<file path="src/logic/bghc_pkg.sv">
// Package for the boost gate-drive and hiccup controller.
// Assumes a single 200 MHz clock and a synchronous active-high reset.
package bghc_pkg;
  localparam int CLK_PERIOD_PS        = 5000;
  localparam int REPLENISH_TIME_PS    = 75000;
  localparam int REPLENISH_CYCLES     = (REPLENISH_TIME_PS + CLK_PERIOD_PS - 1) / CLK_PERIOD_PS;
  localparam int REPL_PER_SET         = 4;
  localparam int REPL_SETS            = 4;
  localparam int HICCUP_SW_CYCLES     = 512;
  localparam int CNT_W                = 16;
  localparam int DEGLITCH_W           = 8;
  localparam logic [1:0] MODE_CCM     = 2'h0;
  localparam logic [1:0] MODE_DEM     = 2'h1;

  typedef enum logic [2:0] {
    BGHC_OFF     = 3'b000,
    BGHC_HS_OFF  = 3'b001,
    BGHC_DT_HL   = 3'b010,
    BGHC_LS_ON   = 3'b011,
    BGHC_LS_OFF  = 3'b100,
    BGHC_DT_LH   = 3'b101,
    BGHC_HS_ON   = 3'b110
  } bghc_state_t;

  // Deglitched monitor inputs, carried together
  typedef struct packed {
    logic enable_undervoltage_in;
    logic boot_uv;
    logic hs_gate_low;
    logic ls_gate_low;
    logic ovp;
  } bghc_mon_t;

  // Gate drive pins: value and output enable
  typedef struct packed {
    logic low_side_gate_out;
    logic low_side_gate_oe;
    logic high_side_gate_out;
    logic high_side_gate_oe;
  } bghc_gate_t;
endpackage : bghc_pkg

</file>
<file path="src/logic/bghc_deglitch.sv">
// Symmetric deglitch filter for a vector of monitor inputs.
// Assumes inputs already synchronous to clock.
`timescale 1ns/1ps
module bghc_deglitch #(
  parameter int WIDTH = 5,
  parameter int DEPTH = 4
) (
  // Clock and reset
  input  wire logic               clock,
  input  wire logic               srst,
  // Raw and filtered vectors
  input  wire logic [WIDTH-1:0]   raw,
  output logic      [WIDTH-1:0]   filt
);
  localparam logic [bghc_pkg::DEGLITCH_W-1:0] LIMIT = bghc_pkg::DEGLITCH_W'(DEPTH);
  logic [bghc_pkg::DEGLITCH_W-1:0] cnt_reg [WIDTH];

  // Same count for both edge directions; one process so filt has a single driver
  always_ff @(posedge clock) begin
    for (int i = 0; i < WIDTH; i++) begin
      if (srst) begin
        cnt_reg[i] <= '0;
        filt[i]    <= 1'b0;
      end else if (raw[i] == filt[i]) begin
        cnt_reg[i] <= '0;
      end else if (cnt_reg[i] + 1'b1 >= LIMIT) begin
        cnt_reg[i] <= '0;
        filt[i]    <= raw[i];
      end else begin
        cnt_reg[i] <= cnt_reg[i] + 1'b1;
      end
    end
  end
endmodule : bghc_deglitch

</file>
<file path="src/logic/bghc_phase.sv">
// One phase of gate-drive sequencing with adaptive dead time and hiccup.
// Assumes sw_cycle_en pulses once per switching cycle; on_req gives on-time cycles.
`timescale 1ns/1ps
module bghc_phase #(
  parameter int CNT_W        = bghc_pkg::CNT_W,
  parameter int DEGLITCH_LEN = 4
) (
  // Clock and reset
  clock,
  srst,
  // Timing and mode
  sw_cycle_en,
  on_req,
  max_on,
  min_on,
  mode,
  dead_time_cfg,
  // Monitor inputs
  enable_undervoltage_in,
  boot_uv_in,
  hs_gate_low_in,
  ls_gate_low_in,
  ovp_in,
  // Gate pins
  low_side_gate_out,
  low_side_gate_oe,
  high_side_gate_out,
  high_side_gate_oe,
  // Status
  power_good_out,
  power_good_oe,
  soft_start_ground,
  comp_ground,
  regulator_enable,
  hiccup_active
);
  input  wire logic             clock;
  input  wire logic             srst;
  input  wire logic             sw_cycle_en;
  input  wire logic [CNT_W-1:0] on_req;
  input  wire logic [CNT_W-1:0] max_on;
  input  wire logic [CNT_W-1:0] min_on;
  input  wire logic [1:0]       mode;
  input  wire logic [7:0]       dead_time_cfg;
  input  wire logic             enable_undervoltage_in;
  input  wire logic             boot_uv_in;
  input  wire logic             hs_gate_low_in;
  input  wire logic             ls_gate_low_in;
  input  wire logic             ovp_in;
  output logic                  low_side_gate_out;
  output logic                  low_side_gate_oe;
  output logic                  high_side_gate_out;
  output logic                  high_side_gate_oe;
  output logic                  power_good_out;
  output logic                  power_good_oe;
  output logic                  soft_start_ground;
  output logic                  comp_ground;
  output logic                  regulator_enable;
  output logic                  hiccup_active;

  localparam logic [CNT_W-1:0] REPL_LEN = CNT_W'(bghc_pkg::REPLENISH_CYCLES);
  localparam logic [9:0]       HICCUP_N = 10'(bghc_pkg::HICCUP_SW_CYCLES);
  localparam logic [2:0]       PER_SET  = 3'(bghc_pkg::REPL_PER_SET);
  localparam logic [2:0]       SETS     = 3'(bghc_pkg::REPL_SETS);

  bghc_pkg::bghc_mon_t  mon;
  bghc_pkg::bghc_state_t st_reg;
  logic [CNT_W-1:0] tcnt_reg, on_len_reg;
  logic [7:0]       dt_reg;
  logic             dt_loaded_reg, run, repl_reg, bypass_reg;
  logic [2:0]       repl_cnt_reg, set_cnt_reg;
  logic [9:0]       hic_cnt_reg;
  logic [CNT_W-1:0] on_eff;

  bghc_deglitch #(.WIDTH(5), .DEPTH(DEGLITCH_LEN)) u_dg (
    .clock (clock),
    .srst  (srst),
    .raw   ({enable_undervoltage_in, boot_uv_in, hs_gate_low_in, ls_gate_low_in, ovp_in}),
    .filt  (mon)
  );

  function automatic logic [CNT_W-1:0] cap_on(input logic [CNT_W-1:0] req, input logic [CNT_W-1:0] lim,
                                              input logic diode_emulation_mode);
    cap_on = (!diode_emulation_mode && req > lim) ? lim : req;
  endfunction : cap_on

  assign run    = mon.enable_undervoltage_in && !hiccup_active;
  assign on_eff = cap_on(on_req, max_on, mode == bghc_pkg::MODE_DEM);

  // Dead time frozen at start-up so a mid-run change cannot shorten a gap
  always_ff @(posedge clock) begin
    if (srst || !mon.enable_undervoltage_in) begin
      dt_loaded_reg <= 1'b0;
      dt_reg        <= 8'h01;
    end else if (!dt_loaded_reg) begin
      dt_loaded_reg <= 1'b1;
      dt_reg        <= (dead_time_cfg == 8'h00) ? 8'h01 : dead_time_cfg;
    end
  end

  // Replenish and hiccup counters on the switching cycle
  always_ff @(posedge clock) begin
    if (srst || !mon.enable_undervoltage_in) begin
      repl_cnt_reg  <= '0;
      set_cnt_reg   <= '0;
      hic_cnt_reg   <= '0;
      hiccup_active <= 1'b0;
    end else if (sw_cycle_en) begin
      if (hiccup_active) begin
        if (hic_cnt_reg == HICCUP_N - 10'h001) begin
          hiccup_active <= 1'b0;
          hic_cnt_reg   <= '0;
        end else begin
          hic_cnt_reg <= hic_cnt_reg + 10'h001;
        end
      end else if (mon.boot_uv) begin
        if (repl_cnt_reg == PER_SET - 3'h1) begin
          repl_cnt_reg <= '0;
          if (set_cnt_reg == SETS - 3'h1) begin
            set_cnt_reg   <= '0;
            hiccup_active <= 1'b1;
          end else begin
            set_cnt_reg <= set_cnt_reg + 3'h1;
          end
        end else begin
          repl_cnt_reg <= repl_cnt_reg + 3'h1;
        end
      end else begin
        repl_cnt_reg <= '0;
        set_cnt_reg  <= '0;
      end
    end
  end

  // Gate sequencing
  always_ff @(posedge clock) begin
    if (srst || !run) begin
      st_reg     <= bghc_pkg::BGHC_OFF;
      tcnt_reg   <= '0;
      on_len_reg <= '0;
      repl_reg   <= 1'b0;
      bypass_reg <= 1'b0;
    end else begin
      case (st_reg)
        bghc_pkg::BGHC_OFF, bghc_pkg::BGHC_HS_ON: begin
          if (sw_cycle_en && !mon.ovp) begin
            bypass_reg <= 1'b0;
            if (mon.boot_uv) begin
              repl_reg   <= 1'b1;
              on_len_reg <= REPL_LEN;
              st_reg     <= bghc_pkg::BGHC_HS_OFF;
            end else if (on_req == '0) begin
              bypass_reg <= 1'b1;
              // Staying in HS_ON keeps the high side from dipping during bypass
              st_reg     <= (st_reg == bghc_pkg::BGHC_OFF) ? bghc_pkg::BGHC_LS_OFF : bghc_pkg::BGHC_HS_ON;
            end else if (on_eff >= min_on) begin
              repl_reg   <= 1'b0;
              on_len_reg <= on_eff;
              st_reg     <= bghc_pkg::BGHC_HS_OFF;
            end else begin
              st_reg <= (st_reg == bghc_pkg::BGHC_OFF) ? bghc_pkg::BGHC_LS_OFF : bghc_pkg::BGHC_HS_ON;
            end
          end else if (st_reg == bghc_pkg::BGHC_OFF) begin
            st_reg <= bghc_pkg::BGHC_LS_OFF;
          end
        end
        bghc_pkg::BGHC_HS_OFF: begin
          if (mon.hs_gate_low) begin
            tcnt_reg <= '0;
            st_reg   <= bghc_pkg::BGHC_DT_HL;
          end
        end
        bghc_pkg::BGHC_DT_HL: begin
          if (tcnt_reg + 1'b1 >= CNT_W'(dt_reg)) begin
            tcnt_reg <= '0;
            st_reg   <= bghc_pkg::BGHC_LS_ON;
          end else begin
            tcnt_reg <= tcnt_reg + 1'b1;
          end
        end
        bghc_pkg::BGHC_LS_ON: begin
          if (mon.ovp || tcnt_reg + 1'b1 >= on_len_reg) begin
            tcnt_reg <= '0;
            st_reg   <= bghc_pkg::BGHC_LS_OFF;
          end else begin
            tcnt_reg <= tcnt_reg + 1'b1;
          end
        end
        bghc_pkg::BGHC_LS_OFF: begin
          if (mon.ls_gate_low) begin
            tcnt_reg <= '0;
            st_reg   <= bghc_pkg::BGHC_DT_LH;
          end
        end
        bghc_pkg::BGHC_DT_LH: begin
          if (tcnt_reg + 1'b1 >= CNT_W'(dt_reg)) begin
            tcnt_reg <= '0;
            st_reg   <= bghc_pkg::BGHC_HS_ON;
          end else begin
            tcnt_reg <= tcnt_reg + 1'b1;
          end
        end
        default: st_reg <= bghc_pkg::BGHC_OFF;
      endcase
    end
  end

  // Outputs registered; high side on in HS_ON covers bypass and overvoltage
  always_ff @(posedge clock) begin
    if (srst) begin
      low_side_gate_out  <= 1'b0;
      low_side_gate_oe   <= 1'b0;
      high_side_gate_out <= 1'b0;
      high_side_gate_oe  <= 1'b0;
      power_good_out     <= 1'b0;
      power_good_oe      <= 1'b1;
      soft_start_ground  <= 1'b1;
      comp_ground        <= 1'b1;
      regulator_enable   <= 1'b0;
    end else begin
      low_side_gate_out  <= run && st_reg == bghc_pkg::BGHC_LS_ON;
      high_side_gate_out <= run && st_reg == bghc_pkg::BGHC_HS_ON;
      low_side_gate_oe   <= mon.enable_undervoltage_in;
      high_side_gate_oe  <= mon.enable_undervoltage_in;
      power_good_out     <= 1'b0;
      power_good_oe      <= !run;
      soft_start_ground  <= !run;
      comp_ground        <= !mon.enable_undervoltage_in;
      regulator_enable   <= mon.enable_undervoltage_in;
    end
  end

  // Checks
  property p_no_shoot;
    @(posedge clock) disable iff (srst) !(low_side_gate_out && high_side_gate_out);
  endproperty
  a_no_shoot: assert property (p_no_shoot) else $error("both gates on");
  property p_hl_gap;
    @(posedge clock) disable iff (srst) $rose(low_side_gate_out) |-> $past(st_reg, 2) == bghc_pkg::BGHC_DT_HL;
  endproperty
  a_hl_gap: assert property (p_hl_gap) else $error("low side on without dead time");
  property p_lh_gap;
    @(posedge clock) disable iff (srst) $rose(high_side_gate_out) |-> $past(st_reg, 2) == bghc_pkg::BGHC_DT_LH;
  endproperty
  a_lh_gap: assert property (p_lh_gap) else $error("high side on without dead time");
  property p_hiz;
    @(posedge clock) disable iff (srst) !mon.enable_undervoltage_in |=> !low_side_gate_oe && !high_side_gate_oe;
  endproperty
  a_hiz: assert property (p_hiz) else $error("gates driven in shutdown");
  property p_hic_pg;
    @(posedge clock) disable iff (srst) hiccup_active |=> power_good_oe && soft_start_ground;
  endproperty
  a_hic_pg: assert property (p_hic_pg) else $error("power good not low in hiccup");
  property p_sd;
    @(posedge clock) disable iff (srst) !mon.enable_undervoltage_in |=> comp_ground && !regulator_enable;
  endproperty
  a_sd: assert property (p_sd) else $error("shutdown outputs wrong");
  property p_cnt_clr;
    @(posedge clock) disable iff (srst) !mon.enable_undervoltage_in |=> hic_cnt_reg == '0 && repl_cnt_reg == '0;
  endproperty
  a_cnt_clr: assert property (p_cnt_clr) else $error("counters not cleared");
  property p_ls_cap;
    @(posedge clock) disable iff (srst) st_reg == bghc_pkg::BGHC_LS_ON |-> tcnt_reg < on_len_reg || mon.ovp;
  endproperty
  a_ls_cap: assert property (p_ls_cap) else $error("on-time over limit");
  property p_hic_stop;
    @(posedge clock) disable iff (srst) hiccup_active |=> !low_side_gate_out;
  endproperty
  a_hic_stop: assert property (p_hic_stop) else $error("switching in hiccup");
  c_hiccup: cover property (@(posedge clock) $rose(hiccup_active));
  c_repl:   cover property (@(posedge clock) $rose(low_side_gate_out) && repl_reg);
  c_bypass: cover property (@(posedge clock) bypass_reg && high_side_gate_out);
endmodule : bghc_phase

</file>
<file path="config.mk">
export PLATFORM = sky130hd
export DESIGN_NAME = bghc_phase
export DESIGN_NICKNAME = d
export VERILOG_FILES = /design/src/logic/bghc_pkg.sv /design/src/logic/bghc_deglitch.sv /design/src/logic/bghc_phase.sv
export SDC_FILE = /design/constraint.sdc
export NUM_CORES = 1
export LEC_CHECK = 0
export ABC_AREA = 0
export BUFFER_PORTS_ARGS = -buffer_cell sky130_fd_sc_hd__buf_2
export CORE_MARGIN = 3
export CORE_UTILIZATION = 30
export CTS_CLUSTER_DIAMETER = 120
export DETAILED_ROUTE_END_ITERATION = 12
export GPL_TIMING_DRIVEN = 0
export PLACE_DENSITY = 0.46
export SLEW_MARGIN = 10
export SYNTH_ARGS = -nofsm -noshare
export SYNTH_HDL_FRONTEND = slang
export SYNTH_SLANG_ARGS = --single-unit
</file>
<file path="constraint.sdc">
create_clock -name clock -period 5.7 [get_ports clock]
set_input_delay 0.57 -clock clock [delete_from_list [all_inputs] [get_ports clock]]
set_output_delay 0.57 -clock clock [all_outputs]
set_load 0.01 [all_outputs]
</file>
# == Yosys cells after proc, flatten, opt, wreduce, memory -nomap -nowiden ==
# Memories as Yosys holds them, arrays and structs flattened.
# Index checks and enable logic that the tools add are counted.
# op_classes
reduce_logical,31
n_mux,106
eq_ne,23
magnitude_cmp,9
addsub,9
bitwise,21
# op_table
op,n
$mux W16,8
$mux W8,16
$pmux W16 S4,1
$mux W1,63
$mux W3,15
$add A8 B1 Y8 const B,5
$ge A8 B3 Y1 const B,5
$ge A16 B16 Y1,2
$pmux W3 S6,1
$add A16 B1 Y16 const B,1
$ge A16 B8 Y1,1
$gt A16 B16 Y1,1
$logic_not A16 Y1,1
$or A1 B1 Y1,15
$reduce_and A2 Y1,7
$eq A3 B2 Y1 const B,4
$add A10 B1 Y10 const B,1
$eq A10 B9 Y1 const B,1
$mux W10,1
$eq A3 B3 Y1 const B,3
$logic_not A8 Y1,1
$ne A2 B2 Y1 const B,4
$add A3 B1 Y3 const B,2
$ne A2 B1 Y1 const B,3
16 further kinds,37
# totals
regBits,71
output_inout_bits,10
ram_bits,40
n_memories,1
inputBits,66
wordCells,219
# memory_table
name,words,width,read_ports,rd_ports_with_merged_regs,wr,line_no,text
u_dg.cnt_reg,5,8,5,0,5,bghc_deglitch.sv:16,logic [bghc_pkg::DEGLITCH_W-1:0] cnt_reg [WIDTH];

# == Depth between registers and ports, before layout ==
# depth
word_depth,10
ltp_mapped,19

# == Modules after synthesis ==
# Synthesis repeated with hierarchy kept, for this count alone.
# unflattened
hier_cells,716
hier_area_um2,6650.1
# modules_own_cells
mod,area_each_um2,seq_area_each_um2,cells_per_inst,instances
bghc_phase,4608.2,1321.3,565,1
bghc_deglitch,2042.0,1301.2,151,1

# == Least setup slack after synthesis ==
# No wires, ideal clock.
# synth_timing
path_kind,input-to-reg
from,in max_on[9]
to,reg on_len_reg[10]
slack_ps,1138
n_path_buf,2
t_required_ps,5583
cell_stages,18
t_arrival_ps,4444
path_cell_list,inv_1 -> ha_1 -> a21o_1 -> a211oi_1 -> o21ai_0 -> o2111a_1 -> o31ai_2 -> buf_6 -> mux2_2 -> ha_1 -> nand4_1 -> or3_1 -> o311a_1 -> a21oi_2 -> nor3b_4 -> nor2_2 -> buf_6 -> a32o_1
# synth_via
elab_chain_cells,6
word_cells_on_any_way,9
cone_classes,2 x order compare; 4 x mux; 3 x reduce/logical
# synth_rtl
element,line_no,text
start: declaration,bghc_phase.sv:41,input wire logic [CNT_W-1:0] max_on;
$gt A16 B16 Y1,bghc_phase.sv:84,cap_on = (!diode_emulation_mode && req > lim) ? lim : req;
$logic_and A1 B1 Y1,bghc_phase.sv:84,
$mux W16 (*),bghc_phase.sv:84,
$ge A16 B16 Y1 or $mux W16 (tied branches),bghc_phase.sv:156,end else if (on_eff >= min_on) begin
$reduce_bool A2 Y1 (no source line) or $mux W16 (tied branches),n/a,
$reduce_and A4 Y1 (no source line) or $mux W16 (tied branches),n/a,
end signal: assignment,bghc_phase.sv:158,on_len_reg <= on_eff;
end: declaration,bghc_phase.sv:68,"logic [CNT_W-1:0] tcnt_reg, on_len_reg;"
# Every way passes the cells marked *; elsewhere a longest branch is shown, timed or not. The select of a mux whose other input is x is not followed.
# A chain may end at the register's enable or synchronous reset.

# == Worst setup path in the final report ==
# layout_timing
from,in on_req[3]
to,reg on_len_reg[9]
# layout_via
elab_chain_cells,6
word_cells_on_any_way,11
cone_classes,2 x order compare; 1 x eq/ne; 4 x mux; 4 x reduce/logical
# layout_rtl
element,line_no,text
start: declaration,bghc_phase.sv:40,input wire logic [CNT_W-1:0] on_req;
$gt A16 B16 Y1,bghc_phase.sv:84,
$logic_and A1 B1 Y1,bghc_phase.sv:84,
$mux W16,bghc_phase.sv:84,
$ge A16 B16 Y1 or $mux W16 (tied branches),bghc_phase.sv:156,
$reduce_bool A2 Y1 (no source line) or $mux W16 (tied branches),n/a,
$reduce_and A4 Y1 (no source line) or $mux W16 (tied branches),n/a,
# Parallel ways exist; a longest one is shown, timed or not. The select of a mux whose other input is x is not followed.

==> flow_metrics.env <==
export IMPL_synthTopCellsByArea="dfxtp_1, edfxtp_1, ha_1"
export IMPL_r2r_slack_ps=1920
export IMPL_setup_violations=0
export IMPL_layout_drive_gt1_share_pct=15.2
export IMPL_period_needed_ps=4950
export IMPL_vias_per_cell=4.63
export IMPL_cts_path_max_buffers=2
export IMPL_ys_ff_latch=111
export IMPL_worstPathArrival_ps=5200
export IMPL_synth_top_area_share_pct=21.0
export IMPL_synthCells=727
export IMPL_detail_route_antenna_nets=0
export IMPL_cts_htree_levels=3
export IMPL_firstDrtPassIters=4
export IMPL_endpoint_kind="register"
export IMPL_place_area_mm2=0.00775
export IMPL_clk_pin_slew_ps=80
export IMPL_cts_sinks=111
export IMPL_tns_ps=0
export IMPL_ys_seq_area_share_pct=38.8
export IMPL_wl_um=15000
export IMPL_cts_setup_buffers=0
export IMPL_worst_pin_slew_ps=801
export IMPL_wire_per_inst_um=12.9
export IMPL_max_slew_margin_rel_pct=46.0
export IMPL_finalNetCount=1018
export IMPL_cts_buffers=9
export IMPL_die_h_um=156
export IMPL_fin_area_mm2=0.00804
export IMPL_reg2reg_from="tcnt_reg[0]"
export IMPL_syn_avg_cell_area_um2=9.30
export IMPL_synth_top_cell_by_area="dfxtp_1"
export IMPL_finalHoldViolCount=0
export IMPL_core_area_mm2=0.0220
export IMPL_grt_pass1_vias=5258
export IMPL_cp_max_fo=10
export IMPL_p_leak_uw=0.00345
export IMPL_yosys_warnings=0
export IMPL_grt_ovfl_total=0
export IMPL_antenna_cells=0
export IMPL_portBuffers=74
export IMPL_startpoint_type="primary input"
export IMPL_reg2reg_depth=13
export IMPL_power_density_mw_per_mm2=215
export IMPL_rsz0062_at_grt="false"
export IMPL_worstSkewPairLatency_ps=360
export IMPL_critPathKind="in -> reg"
export IMPL_async_flop_share_pct=0
export IMPL_die_area_mm2=0.0244
export IMPL_clk_root_buffer_cell="clkbuf_16"
export IMPL_ys_types=69
export IMPL_grt_antenna_before_repair=0
export IMPL_drcViolationCount=0
export IMPL_post_route_period_util_pct=86.9
export IMPL_ioPinCount=76
export IMPL_syn_area_mm2=0.00676
export IMPL_r2r_end="tcnt_reg[13]"
export IMPL_ctsResizeCount=0
export IMPL_synth_edf_count=40
export IMPL_max_cap_violations=0
export IMPL_dp_hpwl_um=12100
export IMPL_initial_core_util_pct=30.8
export IMPL_crit_start="on_req[3]"
export IMPL_hold_start="dead_time_cfg[5]"
export IMPL_final_max_slew_violation_count=0
export IMPL_outcome="complete, no violations"
export IMPL_rows=54
export IMPL_vias=5396
export IMPL_clock_skew_ps=10.2
export IMPL_die_w_um=156
export IMPL_hold_class="in -> reg"
export IMPL_grt_pass1_wl_um=25300
export IMPL_p_total_uw=1730
export IMPL_max_freq_mhz=202
export IMPL_cts_tree="done"
export IMPL_cp_required_ps=5950
export IMPL_synth_flop_cell="dfxtp_1"
export IMPL_largest_reg_flops=40
export IMPL_max_vdd_ir_drop_mv=0.153
export IMPL_cp_endpoint="on_len_reg[9]"
export IMPL_holdPathStages=3
export IMPL_gp_congestion=0.791
export IMPL_hold_buffers=0
export IMPL_grt_use_total_pct=12.9
export IMPL_drt_initial_drc_count=207
export IMPL_grt_max_degree=22
export IMPL_area_growth_pct=19.0
[cells in the final DEF, fill, tap and decap left out, types with 9 or more instances in the layout]
master     netlist  routed
mux2i_1         18      18
a32o_1          12      12
nor3_1          19      19
and3_1          13      13
dfxtp_1         71      71
nand3_1         28      28
o21ai_0         34      34
nand4_1         14      14
xnor2_1         21      21
inv_1           76      76
clkbuf_16        0       9
edfxtp_1        40      40
conb_1           2      71
mux2_2          12      12
buf_2            3      77
ha_1            71      71
nand2_1         44      44
or3_1           11      11
a21oi_1         42      42
clkbuf_1         9       9
nor2_1          62      62
xor2_1          16      16
[area by class of cell]
class                   count  area [um2]
well taps                 280         350
multi-input cells         584        3950
clock buffers               9         225
flip-flops and latches    111        2620
fillers                  2315       13900
repair buffers             74         370
inverters                  76         285
plain buffers              25         166
clock inverters             7        70.1
[kinds of logic after synthesis]
logic type               share of synthesized area, %
flip-flops                                       38.8
AND/OR/NAND/NOR                                  18.0
AO/OA/AOI/OAI                                    13.8
other                                           0.111
XOR/XNOR                                         4.79
buffers and inverters                            6.68
adder cells (fa/ha/maj)                          13.1
multiplexers                                     4.66
[power by group]
part / internal, uW / switching, uW / total [uW]
logic: 99.3 / 123 / 222
clock network: 311 / 323 / 634
registers: 849 / 20.0 / 869
[per-stage QoR]
step	worst slack [ps]	hold slack (ps)	std cells	util (%)
floorplan	1140	436	796	-
global placement	318	453	1150	35.2
detailed placement	341	453	1150	35.3
CTS	710	447	1166	36.6
global route	409	467	1166	36.6
finish	749	465	1166	36.6
[synth_stat cells (all sizes together) (6+ instances only)]
cell type  count
a32o          12
a211oi         7
ha            71
o21ai         42
mux2i         18
dfxtp         71
buf           15
nand4         18
a21oi         43
clkbuf         9
nand3         28
inv           76
or3           11
nor2          64
nand2         44
nand2b         6
and3          14
nor3          20
xnor2         21
nor4           7
xor2          16
edfxtp        40
mux2          12
[how the worst min path moves through the flow]
| stage | slack, ps | endpoint |
|---|---|---|
| after floorplan | 440 | repl_cnt_reg[1] |
| after global placement | 450 | repl_cnt_reg[1] |
| after detailed placement | 450 | repl_cnt_reg[1] |
| after CTS | 450 | dt_reg[5] |
| after global routing | 470 | dt_reg[6] |
| final | 460 | dt_reg[5] |
[metal layers]
layer | global-route usage [%] | wire length, um
met5 | 0 | 0
met2 | 21.9 | 7160
met1 | 16.9 | 7290
met3 | 2.47 | 401
met4 | 3.00 | 162
[critical path: stages]
cell and delay (ps):
buf_2 120, ha_1 300, a21oi_1 140, o21ai_0 130, a221o_1 360, o31ai_2 640, buf_6 250, mux2_2 380
ha_1 300, nand4_1 160, or3_1 370, o311a_1 320, a21oi_2 200, nor3b_4 460, nor2_2 130, buf_6 170
a32o_1 200
(Power assumes the default switching activity.)
